**src/pkg/csrb_pkg.sv**
```systemverilog
`default_nettype none
package csrb_pkg;
  localparam logic [7:0] ADDR_INDIRECT_WINDOW = 8'h00;
  localparam logic [7:0] ADDR_TIMER0_COUNT = 8'h01;
  localparam logic [7:0] ADDR_PC_LOW_BYTE = 8'h02;
  localparam logic [7:0] ADDR_CORE_STATUS = 8'h03;
  localparam logic [7:0] ADDR_INDIRECT_POINTER = 8'h04;
  localparam logic [7:0] ADDR_PORT_A_DATA = 8'h05;
  localparam logic [7:0] ADDR_PORT_B_DATA = 8'h06;
  localparam logic [7:0] ADDR_PC_HIGH_LATCH = 8'h0a;
  localparam logic [7:0] ADDR_INTERRUPT_CONTROL = 8'h0b;
  localparam logic [7:0] ADDR_OPTION_CONFIG = 8'h81;
  localparam logic [7:0] ADDR_PORT_A_DIRECTION = 8'h85;
  localparam logic [7:0] ADDR_PORT_B_DIRECTION = 8'h86;
  localparam logic [7:0] ADDR_IRQ_EVENT_STATUS = 8'h0c;
  localparam logic [7:0] ADDR_IRQ_EVENT_MASK = 8'h0d;
  localparam logic [7:0] ADDR_RESET_CAUSE = 8'h0e;
  localparam logic [7:0] ADDR_TIMER_OVERFLOW = 8'h0f;
  localparam logic [7:0] BANK_BIT = 8'h80;
  localparam logic [6:0] LOW_ADDR_MASK = 7'h7f;
  localparam int AVL_ADDR_W = 10;
  localparam int BUS_BYTE_SHIFT = 2;
  localparam logic [31:0] UNMAPPED_READ = 32'h0000_0000;
  localparam logic [7:0] RESET_ZERO = 8'h00;
  localparam logic [7:0] RESET_ONES = 8'hff;
  localparam logic [4:0] PORT_A_DIR_RESET = 5'h1f;
  localparam logic [4:0] PC_HIGH_RESET = 5'h00;
  localparam logic [7:0] STATUS_POR = 8'h18;
  localparam logic [7:0] STATUS_KEEP_MASK = 8'h1f;
  localparam logic [7:0] STATUS_KEEP_FLAGS = 8'h07;
  localparam logic [7:0] INTERRUPT_CONTROL_KEEP_MASK = 8'h01;
  localparam logic [7:0] INTERRUPT_CONTROL_IMPL_MASK = 8'hbf;
  localparam logic [7:0] STATUS_WRITE_MASK = 8'he7;
  localparam int ST_BANK_LOW = 5;
  localparam int ST_TIMEOUT = 4;
  localparam int ST_POWERDOWN = 3;
  localparam int IC_GLOBAL = 7;
  localparam int IC_TIMER_EN = 5;
  localparam int IC_EXT_EN = 4;
  localparam int IC_PIN_EN = 3;
  localparam int IC_TIMER_FLAG = 2;
  localparam int IC_EXT_FLAG = 1;
  localparam int IC_PIN_FLAG = 0;
  localparam int OPT_PULLUP_DIS_N = 7;
  localparam int OPT_EDGE = 6;
  localparam int EV_TIMER = 0;
  localparam int EV_EXT = 1;
  localparam int EV_PIN = 2;
  localparam int EV_W = 3;
  localparam int PORT_A_W = 5;
  localparam logic [1:0] CLK_DIV_LAST = 2'h1;
  localparam int RC_CAUSE_POR = 0;
  localparam int RC_CAUSE_MASTER_CLEAR_N = 1;
  localparam int RC_CAUSE_WDT = 2;

  typedef struct packed {
    logic read;
    logic write;
    logic [AVL_ADDR_W-1:0] address;
    logic [31:0] writedata;
  } csrb_bus_req_t;

  typedef struct packed {
    logic [7:0] addr;
    logic [7:0] wdata;
    logic we;
  } csrb_mem_req_t;
endpackage
`default_nettype wire

```
**src/hw/csrb_clk_div.sv**
```systemverilog
`default_nettype none
module csrb_clk_div
(
  // clock and reset
  input wire logic clk_sys,
  input wire logic rst,
  // oscillator and output
  input wire logic osc_input,
  input wire logic rc_mode,
  output logic instr_clock_out
);
  typedef struct packed {
    logic osc_q;
    logic [1:0] half_cnt;
    logic clk_q;
  } csrb_div_state_t;
  csrb_div_state_t st;
  csrb_div_state_t next_st;

  // toggle every second osc rising edge: output at quarter rate
  always_comb
  begin
    next_st = st;
    next_st.osc_q = osc_input;
    if (osc_input && !st.osc_q)
    begin
      if (st.half_cnt == csrb_pkg::CLK_DIV_LAST)
      begin
        next_st.half_cnt = 2'h0;
        next_st.clk_q = ~st.clk_q; // RL14
      end
      else
      begin
        next_st.half_cnt = st.half_cnt + 2'h1;
      end
    end
    if (!rc_mode)
    begin
      next_st.clk_q = 1'b0;
      next_st.half_cnt = 2'h0;
    end
  end

  always_ff @(posedge clk_sys)
  begin
    if (rst)
      st <= '0;
    else
      st <= next_st;
  end

  assign instr_clock_out = st.clk_q;
endmodule
`default_nettype wire

```
**src/hw/csrb_core_regs.sv**
```systemverilog
// How it works
// [RL1] window address accesses data memory at pointer address, no own storage
// [RL2] window, pc low, status, pointer, pc high, irq control mirror both banks
// [RL3] 5-bit pc high latch feeds pc bits 12..8, cleared on any reset
// [RL4] port write loads output latch; port read returns pin levels
// [RL5] unimplemented addresses and bits read as zero
// [RL6] power-on reset and other resets load different values
// [RL7] status holds bank, flags, zero, digit carry, carry with given resets
// [RL8] software keeps indirect bank and high bank bits cleared
// [RL9] option config in bank 1, all ones on reset
// [RL10] port direction registers reset to all ones, pins inputs
// [RL11] irq control layout, bit 6 unused, reset 0-00 000x / 0-00 000u
// [RL12] timer, pointer, port b data undefined at power-on, kept otherwise
// [RL13] pc low and window read zero after any reset; the window reads data memory at the pointer address instead
// [RL14] rc mode instruction clock is osc input divided by four
// [RL15] master clear low holds device in reset
// [RL16] option bit enables weak pull-ups together on all port b pins whose direction bit is set (inputs)
// [RL17] port b bit 0 external irq, bits 4..7 raise irq on change
// [RL18] low bank select bit chooses bank 0 or bank 1 direct map
// [RL19] single synchronous access, written value seen by next access
`default_nettype none
module csrb_core_regs
#(
  parameter int PORT_B_W = 8
)
(
  // clock and resets
  input wire logic clk_sys,
  input wire logic rst,
  input wire logic master_clear_n,
  input wire logic wdt_timeout,
  // avalon-mm slave
  input wire logic [csrb_pkg::AVL_ADDR_W-1:0] avs_address,
  input wire logic avs_read,
  input wire logic avs_write,
  input wire logic [31:0] avs_writedata,
  input wire logic [3:0] avs_byteenable,
  output logic [31:0] avs_readdata,
  output logic avs_waitrequest,
  // data memory for indirect access
  output csrb_pkg::csrb_mem_req_t mem_req,
  output logic mem_valid,
  input wire logic [7:0] mem_rdata,
  // core status inputs
  input wire logic [2:0] alu_flags,
  input wire logic timer_overflow,
  // ports
  input wire logic [csrb_pkg::PORT_A_W-1:0] port_a_pin_in,
  output logic [csrb_pkg::PORT_A_W-1:0] port_a_pin_out,
  output logic [csrb_pkg::PORT_A_W-1:0] port_a_pin_oe,
  input wire logic [PORT_B_W-1:0] port_b_pin_in,
  output logic [PORT_B_W-1:0] port_b_pin_out,
  output logic [PORT_B_W-1:0] port_b_pin_oe,
  output logic [PORT_B_W-1:0] port_b_pullup_en,
  // program counter upper bits and config
  output logic [4:0] pc_upper,
  output logic [7:0] option_out,
  // clocking
  input wire logic osc_input,
  input wire logic rc_mode,
  output logic instr_clock_out,
  // interrupts
  output logic core_irq,
  output logic irq
);
  typedef enum logic [1:0] {
    IDLE = 2'b00,
    MEM = 2'b01,
    DONE = 2'b10
  } csrb_phase_t;

  typedef struct packed {
    csrb_phase_t phase;
    logic [7:0] rdata;
    logic [7:0] timer0;
    logic [7:0] pointer;
    logic [7:0] status;
    logic [4:0] pc_high;
    logic [7:0] interrupt_control;
    logic [7:0] option;
    logic [4:0] port_a_lat;
    logic [PORT_B_W-1:0] port_b_lat;
    logic [4:0] port_a_dir;
    logic [PORT_B_W-1:0] port_b_dir;
    logic [PORT_B_W-1:0] pins_b_q;
    logic [csrb_pkg::EV_W-1:0] ev_status;
    logic [csrb_pkg::EV_W-1:0] ev_mask;
    logic [2:0] cause;
    logic waitreq;
  } csrb_state_t;

  csrb_state_t st;
  csrb_state_t next_st;
  csrb_pkg::csrb_mem_req_t next_mem;
  logic [7:0] addr_full;
  logic [7:0] reg_addr;
  logic [7:0] wbyte;
  logic other_rst;
  logic pin_change;
  logic ext_edge;
  logic [csrb_pkg::EV_W-1:0] ev_set;

  function automatic logic [7:0] map_addr(input logic [7:0] a, input logic bank);
    logic [6:0] low;
    low = a[6:0] & csrb_pkg::LOW_ADDR_MASK;
    case ({1'b0, low})
      csrb_pkg::ADDR_INDIRECT_WINDOW, csrb_pkg::ADDR_PC_LOW_BYTE, csrb_pkg::ADDR_CORE_STATUS,
      csrb_pkg::ADDR_INDIRECT_POINTER, csrb_pkg::ADDR_PC_HIGH_LATCH, csrb_pkg::ADDR_INTERRUPT_CONTROL:
        map_addr = {1'b0, low}; // RL2
      default:
        map_addr = bank ? (csrb_pkg::BANK_BIT | {1'b0, low}) : {1'b0, low}; // RL18
    endcase
  endfunction

  assign addr_full = avs_address[csrb_pkg::BUS_BYTE_SHIFT +: 8];
  assign reg_addr = map_addr(addr_full, st.status[csrb_pkg::ST_BANK_LOW]);
  assign wbyte = avs_writedata[7:0];
  assign other_rst = !master_clear_n || wdt_timeout; // RL15
  assign pin_change = |(st.pins_b_q[PORT_B_W-1:4] ^ port_b_pin_in[PORT_B_W-1:4]); // RL17
  assign ext_edge = st.option[csrb_pkg::OPT_EDGE] ? (port_b_pin_in[0] && !st.pins_b_q[0])
    : (!port_b_pin_in[0] && st.pins_b_q[0]); // RL17
  assign ev_set = {pin_change, ext_edge, timer_overflow};

  always_comb
  begin
    next_st = st;
    next_mem = mem_req;
    next_st.pins_b_q = port_b_pin_in;
    // hardware event flags: set wins over a software clear
    if (avs_write && st.phase == IDLE && avs_byteenable[0] && reg_addr == csrb_pkg::ADDR_INTERRUPT_CONTROL)
      next_st.interrupt_control = wbyte & csrb_pkg::INTERRUPT_CONTROL_IMPL_MASK;
    if (avs_write && st.phase == IDLE && avs_byteenable[0] && reg_addr == csrb_pkg::ADDR_IRQ_EVENT_STATUS)
      next_st.ev_status = st.ev_status & ~wbyte[csrb_pkg::EV_W-1:0];
    next_st.ev_status = next_st.ev_status | ev_set;
    if (timer_overflow)
      next_st.interrupt_control[csrb_pkg::IC_TIMER_FLAG] = 1'b1;
    if (ext_edge)
      next_st.interrupt_control[csrb_pkg::IC_EXT_FLAG] = 1'b1; // RL17
    if (pin_change)
      next_st.interrupt_control[csrb_pkg::IC_PIN_FLAG] = 1'b1; // RL17
    next_st.status[2:0] = alu_flags;
    case (st.phase)
      IDLE:
      begin
        if (avs_read || avs_write)
        begin
          next_st.phase = DONE; // RL19
          next_st.rdata = csrb_pkg::RESET_ZERO; // RL5
          if (reg_addr == csrb_pkg::ADDR_INDIRECT_WINDOW)
          begin
            next_mem.addr = st.pointer; // RL1
            next_mem.wdata = wbyte;
            next_mem.we = avs_write && avs_byteenable[0];
            next_st.phase = MEM;
          end
          else if (avs_read)
          begin
            case (reg_addr)
              csrb_pkg::ADDR_TIMER0_COUNT: next_st.rdata = st.timer0;
              csrb_pkg::ADDR_PC_LOW_BYTE: next_st.rdata = csrb_pkg::RESET_ZERO; // RL13
              csrb_pkg::ADDR_CORE_STATUS: next_st.rdata = st.status;
              csrb_pkg::ADDR_INDIRECT_POINTER: next_st.rdata = st.pointer;
              csrb_pkg::ADDR_PORT_A_DATA: next_st.rdata = {3'h0, port_a_pin_in}; // RL4
              csrb_pkg::ADDR_PORT_B_DATA: next_st.rdata = port_b_pin_in[7:0]; // RL4
              csrb_pkg::ADDR_PC_HIGH_LATCH: next_st.rdata = {3'h0, st.pc_high}; // RL3
              csrb_pkg::ADDR_INTERRUPT_CONTROL: next_st.rdata = st.interrupt_control; // RL11
              csrb_pkg::ADDR_IRQ_EVENT_STATUS: next_st.rdata = {5'h0, st.ev_status};
              csrb_pkg::ADDR_IRQ_EVENT_MASK: next_st.rdata = {5'h0, st.ev_mask};
              csrb_pkg::ADDR_RESET_CAUSE: next_st.rdata = {5'h0, st.cause};
              csrb_pkg::ADDR_OPTION_CONFIG: next_st.rdata = st.option; // RL9
              csrb_pkg::ADDR_PORT_A_DIRECTION: next_st.rdata = {3'h0, st.port_a_dir}; // RL5
              csrb_pkg::ADDR_PORT_B_DIRECTION: next_st.rdata = st.port_b_dir;
              default: next_st.rdata = csrb_pkg::RESET_ZERO; // RL5
            endcase
          end
          else if (avs_byteenable[0])
          begin
            case (reg_addr)
              csrb_pkg::ADDR_TIMER0_COUNT: next_st.timer0 = wbyte;
              csrb_pkg::ADDR_CORE_STATUS:
                next_st.status = (wbyte & csrb_pkg::STATUS_WRITE_MASK) | (st.status & ~csrb_pkg::STATUS_WRITE_MASK);
              csrb_pkg::ADDR_INDIRECT_POINTER: next_st.pointer = wbyte;
              csrb_pkg::ADDR_PORT_A_DATA: next_st.port_a_lat = wbyte[4:0]; // RL4
              csrb_pkg::ADDR_PORT_B_DATA: next_st.port_b_lat = wbyte; // RL4
              csrb_pkg::ADDR_PC_HIGH_LATCH: next_st.pc_high = wbyte[4:0]; // RL3
              csrb_pkg::ADDR_IRQ_EVENT_MASK: next_st.ev_mask = wbyte[csrb_pkg::EV_W-1:0];
              csrb_pkg::ADDR_OPTION_CONFIG: next_st.option = wbyte; // RL9
              csrb_pkg::ADDR_PORT_A_DIRECTION: next_st.port_a_dir = wbyte[4:0];
              csrb_pkg::ADDR_PORT_B_DIRECTION: next_st.port_b_dir = wbyte;
              default: next_st.phase = DONE;
            endcase
          end
        end
      end
      MEM:
      begin
        next_mem.we = 1'b0;
        next_st.rdata = mem_rdata; // RL1
        next_st.phase = DONE;
      end
      DONE:
      begin
        next_st.phase = IDLE;
      end
      default:
      begin
        next_st.phase = IDLE;
      end
    endcase
    next_st.waitreq = (next_st.phase != DONE); // RL19
  end

  always_ff @(posedge clk_sys)
  begin
    if (rst)
    begin
      // power-on: values marked unknown are zero here
      st <= '0; // RL6
      st.status <= csrb_pkg::STATUS_POR; // RL7
      st.option <= csrb_pkg::RESET_ONES; // RL9
      st.port_a_dir <= csrb_pkg::PORT_A_DIR_RESET; // RL10
      st.port_b_dir <= '1; // RL10
      st.cause <= 3'(1 << csrb_pkg::RC_CAUSE_POR); // RL6
      st.waitreq <= 1'b1;
      st.pins_b_q <= port_b_pin_in; // RL17
      mem_req <= '0;
      mem_valid <= 1'b0;
    end
    else if (other_rst)
    begin
      // timer0, pointer, port latches kept
      st.phase <= IDLE; // RL12
      st.rdata <= csrb_pkg::RESET_ZERO; // RL13
      st.status <= st.status & csrb_pkg::STATUS_KEEP_FLAGS | {3'h0, ~wdt_timeout, 4'h0}; // RL7
      st.pc_high <= csrb_pkg::PC_HIGH_RESET; // RL3
      st.interrupt_control <= st.interrupt_control & csrb_pkg::INTERRUPT_CONTROL_KEEP_MASK; // RL11
      st.option <= csrb_pkg::RESET_ONES; // RL9
      st.port_a_dir <= csrb_pkg::PORT_A_DIR_RESET; // RL10
      st.port_b_dir <= '1; // RL10
      st.cause <= {wdt_timeout, !master_clear_n, 1'b0}; // RL6
      st.pins_b_q <= port_b_pin_in;
      st.waitreq <= 1'b1;
      mem_req <= '0;
      mem_valid <= 1'b0;
    end
    else
    begin
      st <= next_st;
      mem_req <= next_mem;
      mem_valid <= (st.phase == IDLE) && (avs_read || avs_write) && reg_addr == csrb_pkg::ADDR_INDIRECT_WINDOW;
    end
  end

  // registered outputs
  always_ff @(posedge clk_sys)
  begin
    if (rst)
    begin
      port_a_pin_out <= '0;
      port_a_pin_oe <= '0;
      port_b_pin_out <= '0;
      port_b_pin_oe <= '0;
      port_b_pullup_en <= '0;
      pc_upper <= '0;
      option_out <= csrb_pkg::RESET_ONES;
      core_irq <= 1'b0;
      irq <= 1'b0;
    end
    else
    begin
      port_a_pin_out <= st.port_a_lat;
      port_a_pin_oe <= ~st.port_a_dir; // RL10
      port_b_pin_out <= st.port_b_lat;
      port_b_pin_oe <= ~st.port_b_dir;
      port_b_pullup_en <= {PORT_B_W{~st.option[csrb_pkg::OPT_PULLUP_DIS_N]}} & st.port_b_dir; // RL16
      pc_upper <= st.pc_high; // RL3
      option_out <= st.option;
      core_irq <= st.interrupt_control[csrb_pkg::IC_GLOBAL] &&
        |(st.interrupt_control[csrb_pkg::IC_TIMER_EN:csrb_pkg::IC_PIN_EN] & st.interrupt_control[csrb_pkg::IC_TIMER_FLAG:0]);
      irq <= |(st.ev_status & ~st.ev_mask);
    end
  end

  assign avs_readdata = {24'h0, st.rdata};
  assign avs_waitrequest = st.waitreq; // RL19

  csrb_clk_div u_clk_div
  (
    .clk_sys(clk_sys),
    .rst(rst),
    .osc_input(osc_input),
    .rc_mode(rc_mode),
    .instr_clock_out(instr_clock_out)
  );
endmodule
`default_nettype wire

```
**config.mk**
```make
export PLATFORM = sky130hd
export DESIGN_NAME = csrb_core_regs
export DESIGN_NICKNAME = d
export VERILOG_FILES = /design/src/pkg/csrb_pkg.sv /design/src/hw/csrb_clk_div.sv /design/src/hw/csrb_core_regs.sv
export SDC_FILE = /design/constraint.sdc
export NUM_CORES = 1
export LEC_CHECK = 0
export BUFFER_PORTS_ARGS = -buffer_cell sky130_fd_sc_hd__clkbuf_2
export CORE_AREA = 2 2 128 130
export DETAILED_ROUTE_END_ITERATION = 6
export DIE_AREA = 0 0 130 132
export PLACE_DENSITY = 0.67
export SETUP_SLACK_MARGIN = 0.4
export SKIP_LAST_GASP = 1
export SYNTH_ARGS = -nofsm -noshare
export SYNTH_HDL_FRONTEND = slang
export SYNTH_SLANG_ARGS = --single-unit
```
**constraint.sdc**
```tcl
create_clock -name clk_sys -period 5.15 [get_ports clk_sys]
set_input_delay 0.7725 -clock clk_sys [delete_from_list [all_inputs] [get_ports clk_sys]]
set_output_delay 0.7725 -clock clk_sys [all_outputs]
set_load 0.05 [all_outputs]
```
==> summary.md <==
| Metric | Value |
|---|---|
| Site Rows | 46 |
| Register area share after synthesis | 0.477 |
| Number of global-route vias before repair | 5012 |
| Top FF cell, synth | dfxtp_1 |
| Startpoint Class | input port |
| Leading area contributor after synthesis | dfxtp_1 |
| Height of the die | 132 um |
| Grt total ovfl | 0 |
| Yosys warns | 0 |
| H-tree depth | 4 |
| RSZ-0062 raised after global routing | false |
| CTS hold repair buffers | 0 |
| Clock Latency Late Sink | 0.43 ns |
| Cells after Synth | 743 |
| WP data arrival | 3.21 ns |
| Clk sinks | 166 |
| Asr flop ratio synth | 0 |
| Status | finished clean |
| Unique cell type count in the Yosys netlist | 71 |
| Syn avg cell area | 9.38 um^2 |
| Ant diodes | 0 |
| Cell internal pwr | 2120 uW |
| Final ANT Viol Nets | 0 |
| Yosys reg bits | 166 |
| Fmax | 345 MHz |
| Worst-Margin Slew | 0.977 ns |
| Pleak | 0.00369 uW |
| Peak supply drop | 219 uV |
| Most numerous cell in the Yosys netlist | dfxtp_1 |
| Total Wirelength | 18700 um |
| Tmin final | 2.90 ns |
| GPL Wtd Cong | 0.913 |
| Die ar. | 17200 um^2 |
| Final hold vios | 0 |
| Initial antenna violation count | 0 |
| Iteration-0 DRC Markers | 486 |
| Post-CTS setup buffers | 0 |
| Die X | 130 um |
| Commonest cells in the netlist | dfxtp_1, nand2_1, nor2_1 |
| P per Cell Area | 346 nW/um^2 |
| Port bufs | 125 |
| Fillers | 1519 |
| Final nets | 910 |
| Gates resized, CTS repair | 0 |
| Synth top area share | 0.477 |
| Area growth syn-to-layout | 16.6% |
| Sw Ratio | 0.245 |
| Detail Placement HPWL | 13100 um |
| Maxcap violations | 0 |
| Critical path class | in -> reg |
| Root buffer cell | clkbuf_16 |
| Crit Path Max Fanout | 32 |
| Worst slack at placement | 1.90 ns |
| Worst slew margin relative to its limit | 0.345 |
| Fraction of layout cells with a size suffix above 1 | 0.229 |
| Routed vias | 5587 |
| Hold WC Path Type | reg -> reg |
| Crit end category | register |
| Synth area leaders | dfxtp_1, mux2i_1, nand2_1 |
| Clock network power share | 0.467 |
| Mapped Area | 6970 um^2 |
| Clock-pin slew on the worst setup and hold paths | 0.07 ns |
| CTS tree | done |
| Worst Path Required | 5.47 ns |
| Total CTS buffers | 17 |
| Final Max Slew Viols | 0 |
| Core ar. | 15700 um^2 |
| Drt via density | 5.28 |
| IO Pins | 180 |
| First-pass GRT wire length | 28700 um |
| DRC Markers | 0 |
| Largest net degree at the start of global routing | 69 |
| Fin crit share | 0.562 |
| Pre-antenna DRT Iters | 6 |
| Sequential power share | 0.463 |
| Clk_skew | 0.00976 ns |
| Switching power | 688 uW |
| Comb pwr share | 0.070 |
| Post-synth EDFFs | 0 |
| Final setup vio count | 0 |
| GR Util All Layers | 0.219 |
| Buffers from clock root to sink, at most | 2 |
| Initial core utilization | 0.443 |
| Final WS setup | 2.25 ns |
| Wirelength per Cell | 17.7 um |
| Setup TNS | 0 ns |
[stage by stage]
stage | cell area (um^2) | hold WS, ns | utilization | cells | power [uW]
6_report | 8130 | 0.450 | 0.517 | 1058 | 2810
3_3_place_gp | 7520 | 0.429 | 0.479 | 1028 | 1530
4_1_cts | 8130 | 0.451 | 0.517 | 1058 | 2830
2_1_floorplan | 7050 | 0.407 | - | 766 | 1480
3_5_place_dp | 7520 | 0.439 | 0.479 | 1028 | 1530
5_1_grt | 8130 | 0.468 | 0.517 | 1058 | 2900
[final timing paths]
path | start | to | slack, ns | depth (start not counted)
worst max-delay path | avs_address[5] | st[50] | 2.25 | 6
worst min-delay path | mem_req[2] | mem_req[2] | 0.45 | 2
worst min register to register | mem_req[2] | mem_req[2] | 0.45 | 2
worst max register to register | st[70] | st[50] | 2.40 | 5
[flip-flops by register name (all words and copies together), names as in the netlist]
register,count
port_a_pin_oe,5
core_irq,1
irq,1
st,83
avs_readdata,8
port_b_pin_oe,8
u_clk_div.instr_clock_out,1
mem_req,17
port_b_pin_out,8
option_out,8
u_clk_div.st,3
port_a_pin_out,5
pc_upper,5
mem_valid,1
avs_waitrequest,1
next_st,3
port_b_pullup_en,8
[metal layers]
metal | track usage | up-vias | wire (um)
met2 | 0.337 | 227 | 8680
met5 | 0 | - | 0
met3 | 0.0414 | 24 | 1320
met1 | 0.312 | 2620 | 8410
li1 | - | 2716 | -
met4 | 0.0645 | 0 | 332
[critical path, stage by stage]
cell	delay (ns)
clkbuf_2	0.44
nand2b_1	0.35
nor3_1	0.59
nand4_1	0.65
mux2i_1	0.33
nand2_1	0.07
[final cells by class]
class / count / area, um^2 / share of cell area
flip-flops and latches: 166 / 3320 / 0.409
multi-input cells: 505 / 3220 / 0.397
repair buffers: 130 / 663 / 0.0816
clock buffers: 18 / 439 / 0.0540
well taps: 216 / 270 / 0.0333
clock inverters: 12 / 168 / 0.0206
inverters: 11 / 41.3 / 0.00508
[power groups by stage]
stage / Sequential [uW] / Clock [uW] / Combinational, uW
2_1_floorplan: 1330 / 0 / 150
3_3_place_gp: 1330 / 0 / 196
3_5_place_dp: 1330 / 0 / 196
4_1_cts: 1300 / 1330 / 197
5_1_grt: 1300 / 1390 / 211
6_report: 1300 / 1310 / 198
[placed cells by master, fill, tap and decap left out, types with 4 or more instances in the layout]
cell	netlist	final
a211oi_1	5	5
a31oi_1	4	4
a22oi_1	6	6
clkbuf_2	0	125
nor3_1	12	12
or2_2	9	9
nor2_1	74	74
xor2_1	4	4
and3_1	4	4
a22o_1	4	4
conb_1	1	24
a21oi_1	41	41
o221ai_1	4	4
nand2b_1	10	9
dfxtp_1	166	166
o211ai_1	9	9
mux2i_1	62	62
mux2_2	6	6
and4b_1	4	4
clkbuf_16	0	17
nand2_1	78	78
inv_6	0	4
buf_4	35	5
and2_1	9	9
nand3_1	11	11
inv_1	11	11
nor2b_1	31	31
nand4_1	6	6
o21ai_0	13	13
or3_1	7	7
[cells by family (layout without fill, tap and decap cells)]
| kind of cell | count (synthesis) | count (layout) | share of synthesized area |
|---|---|---|---|
| flops | 166 | 166 | 0.477 |
| xor+xnor | 5 | 5 | 0.00628 |
| simple gates | 287 | 287 | 0.224 |
| buf+inv | 95 | 171 | 0.0733 |
| mux | 68 | 68 | 0.0988 |
| compound gates | 121 | 121 | 0.120 |
| other cells | 1 | 24 | 0.000538 |
Power figures use the tool's default switching activity.
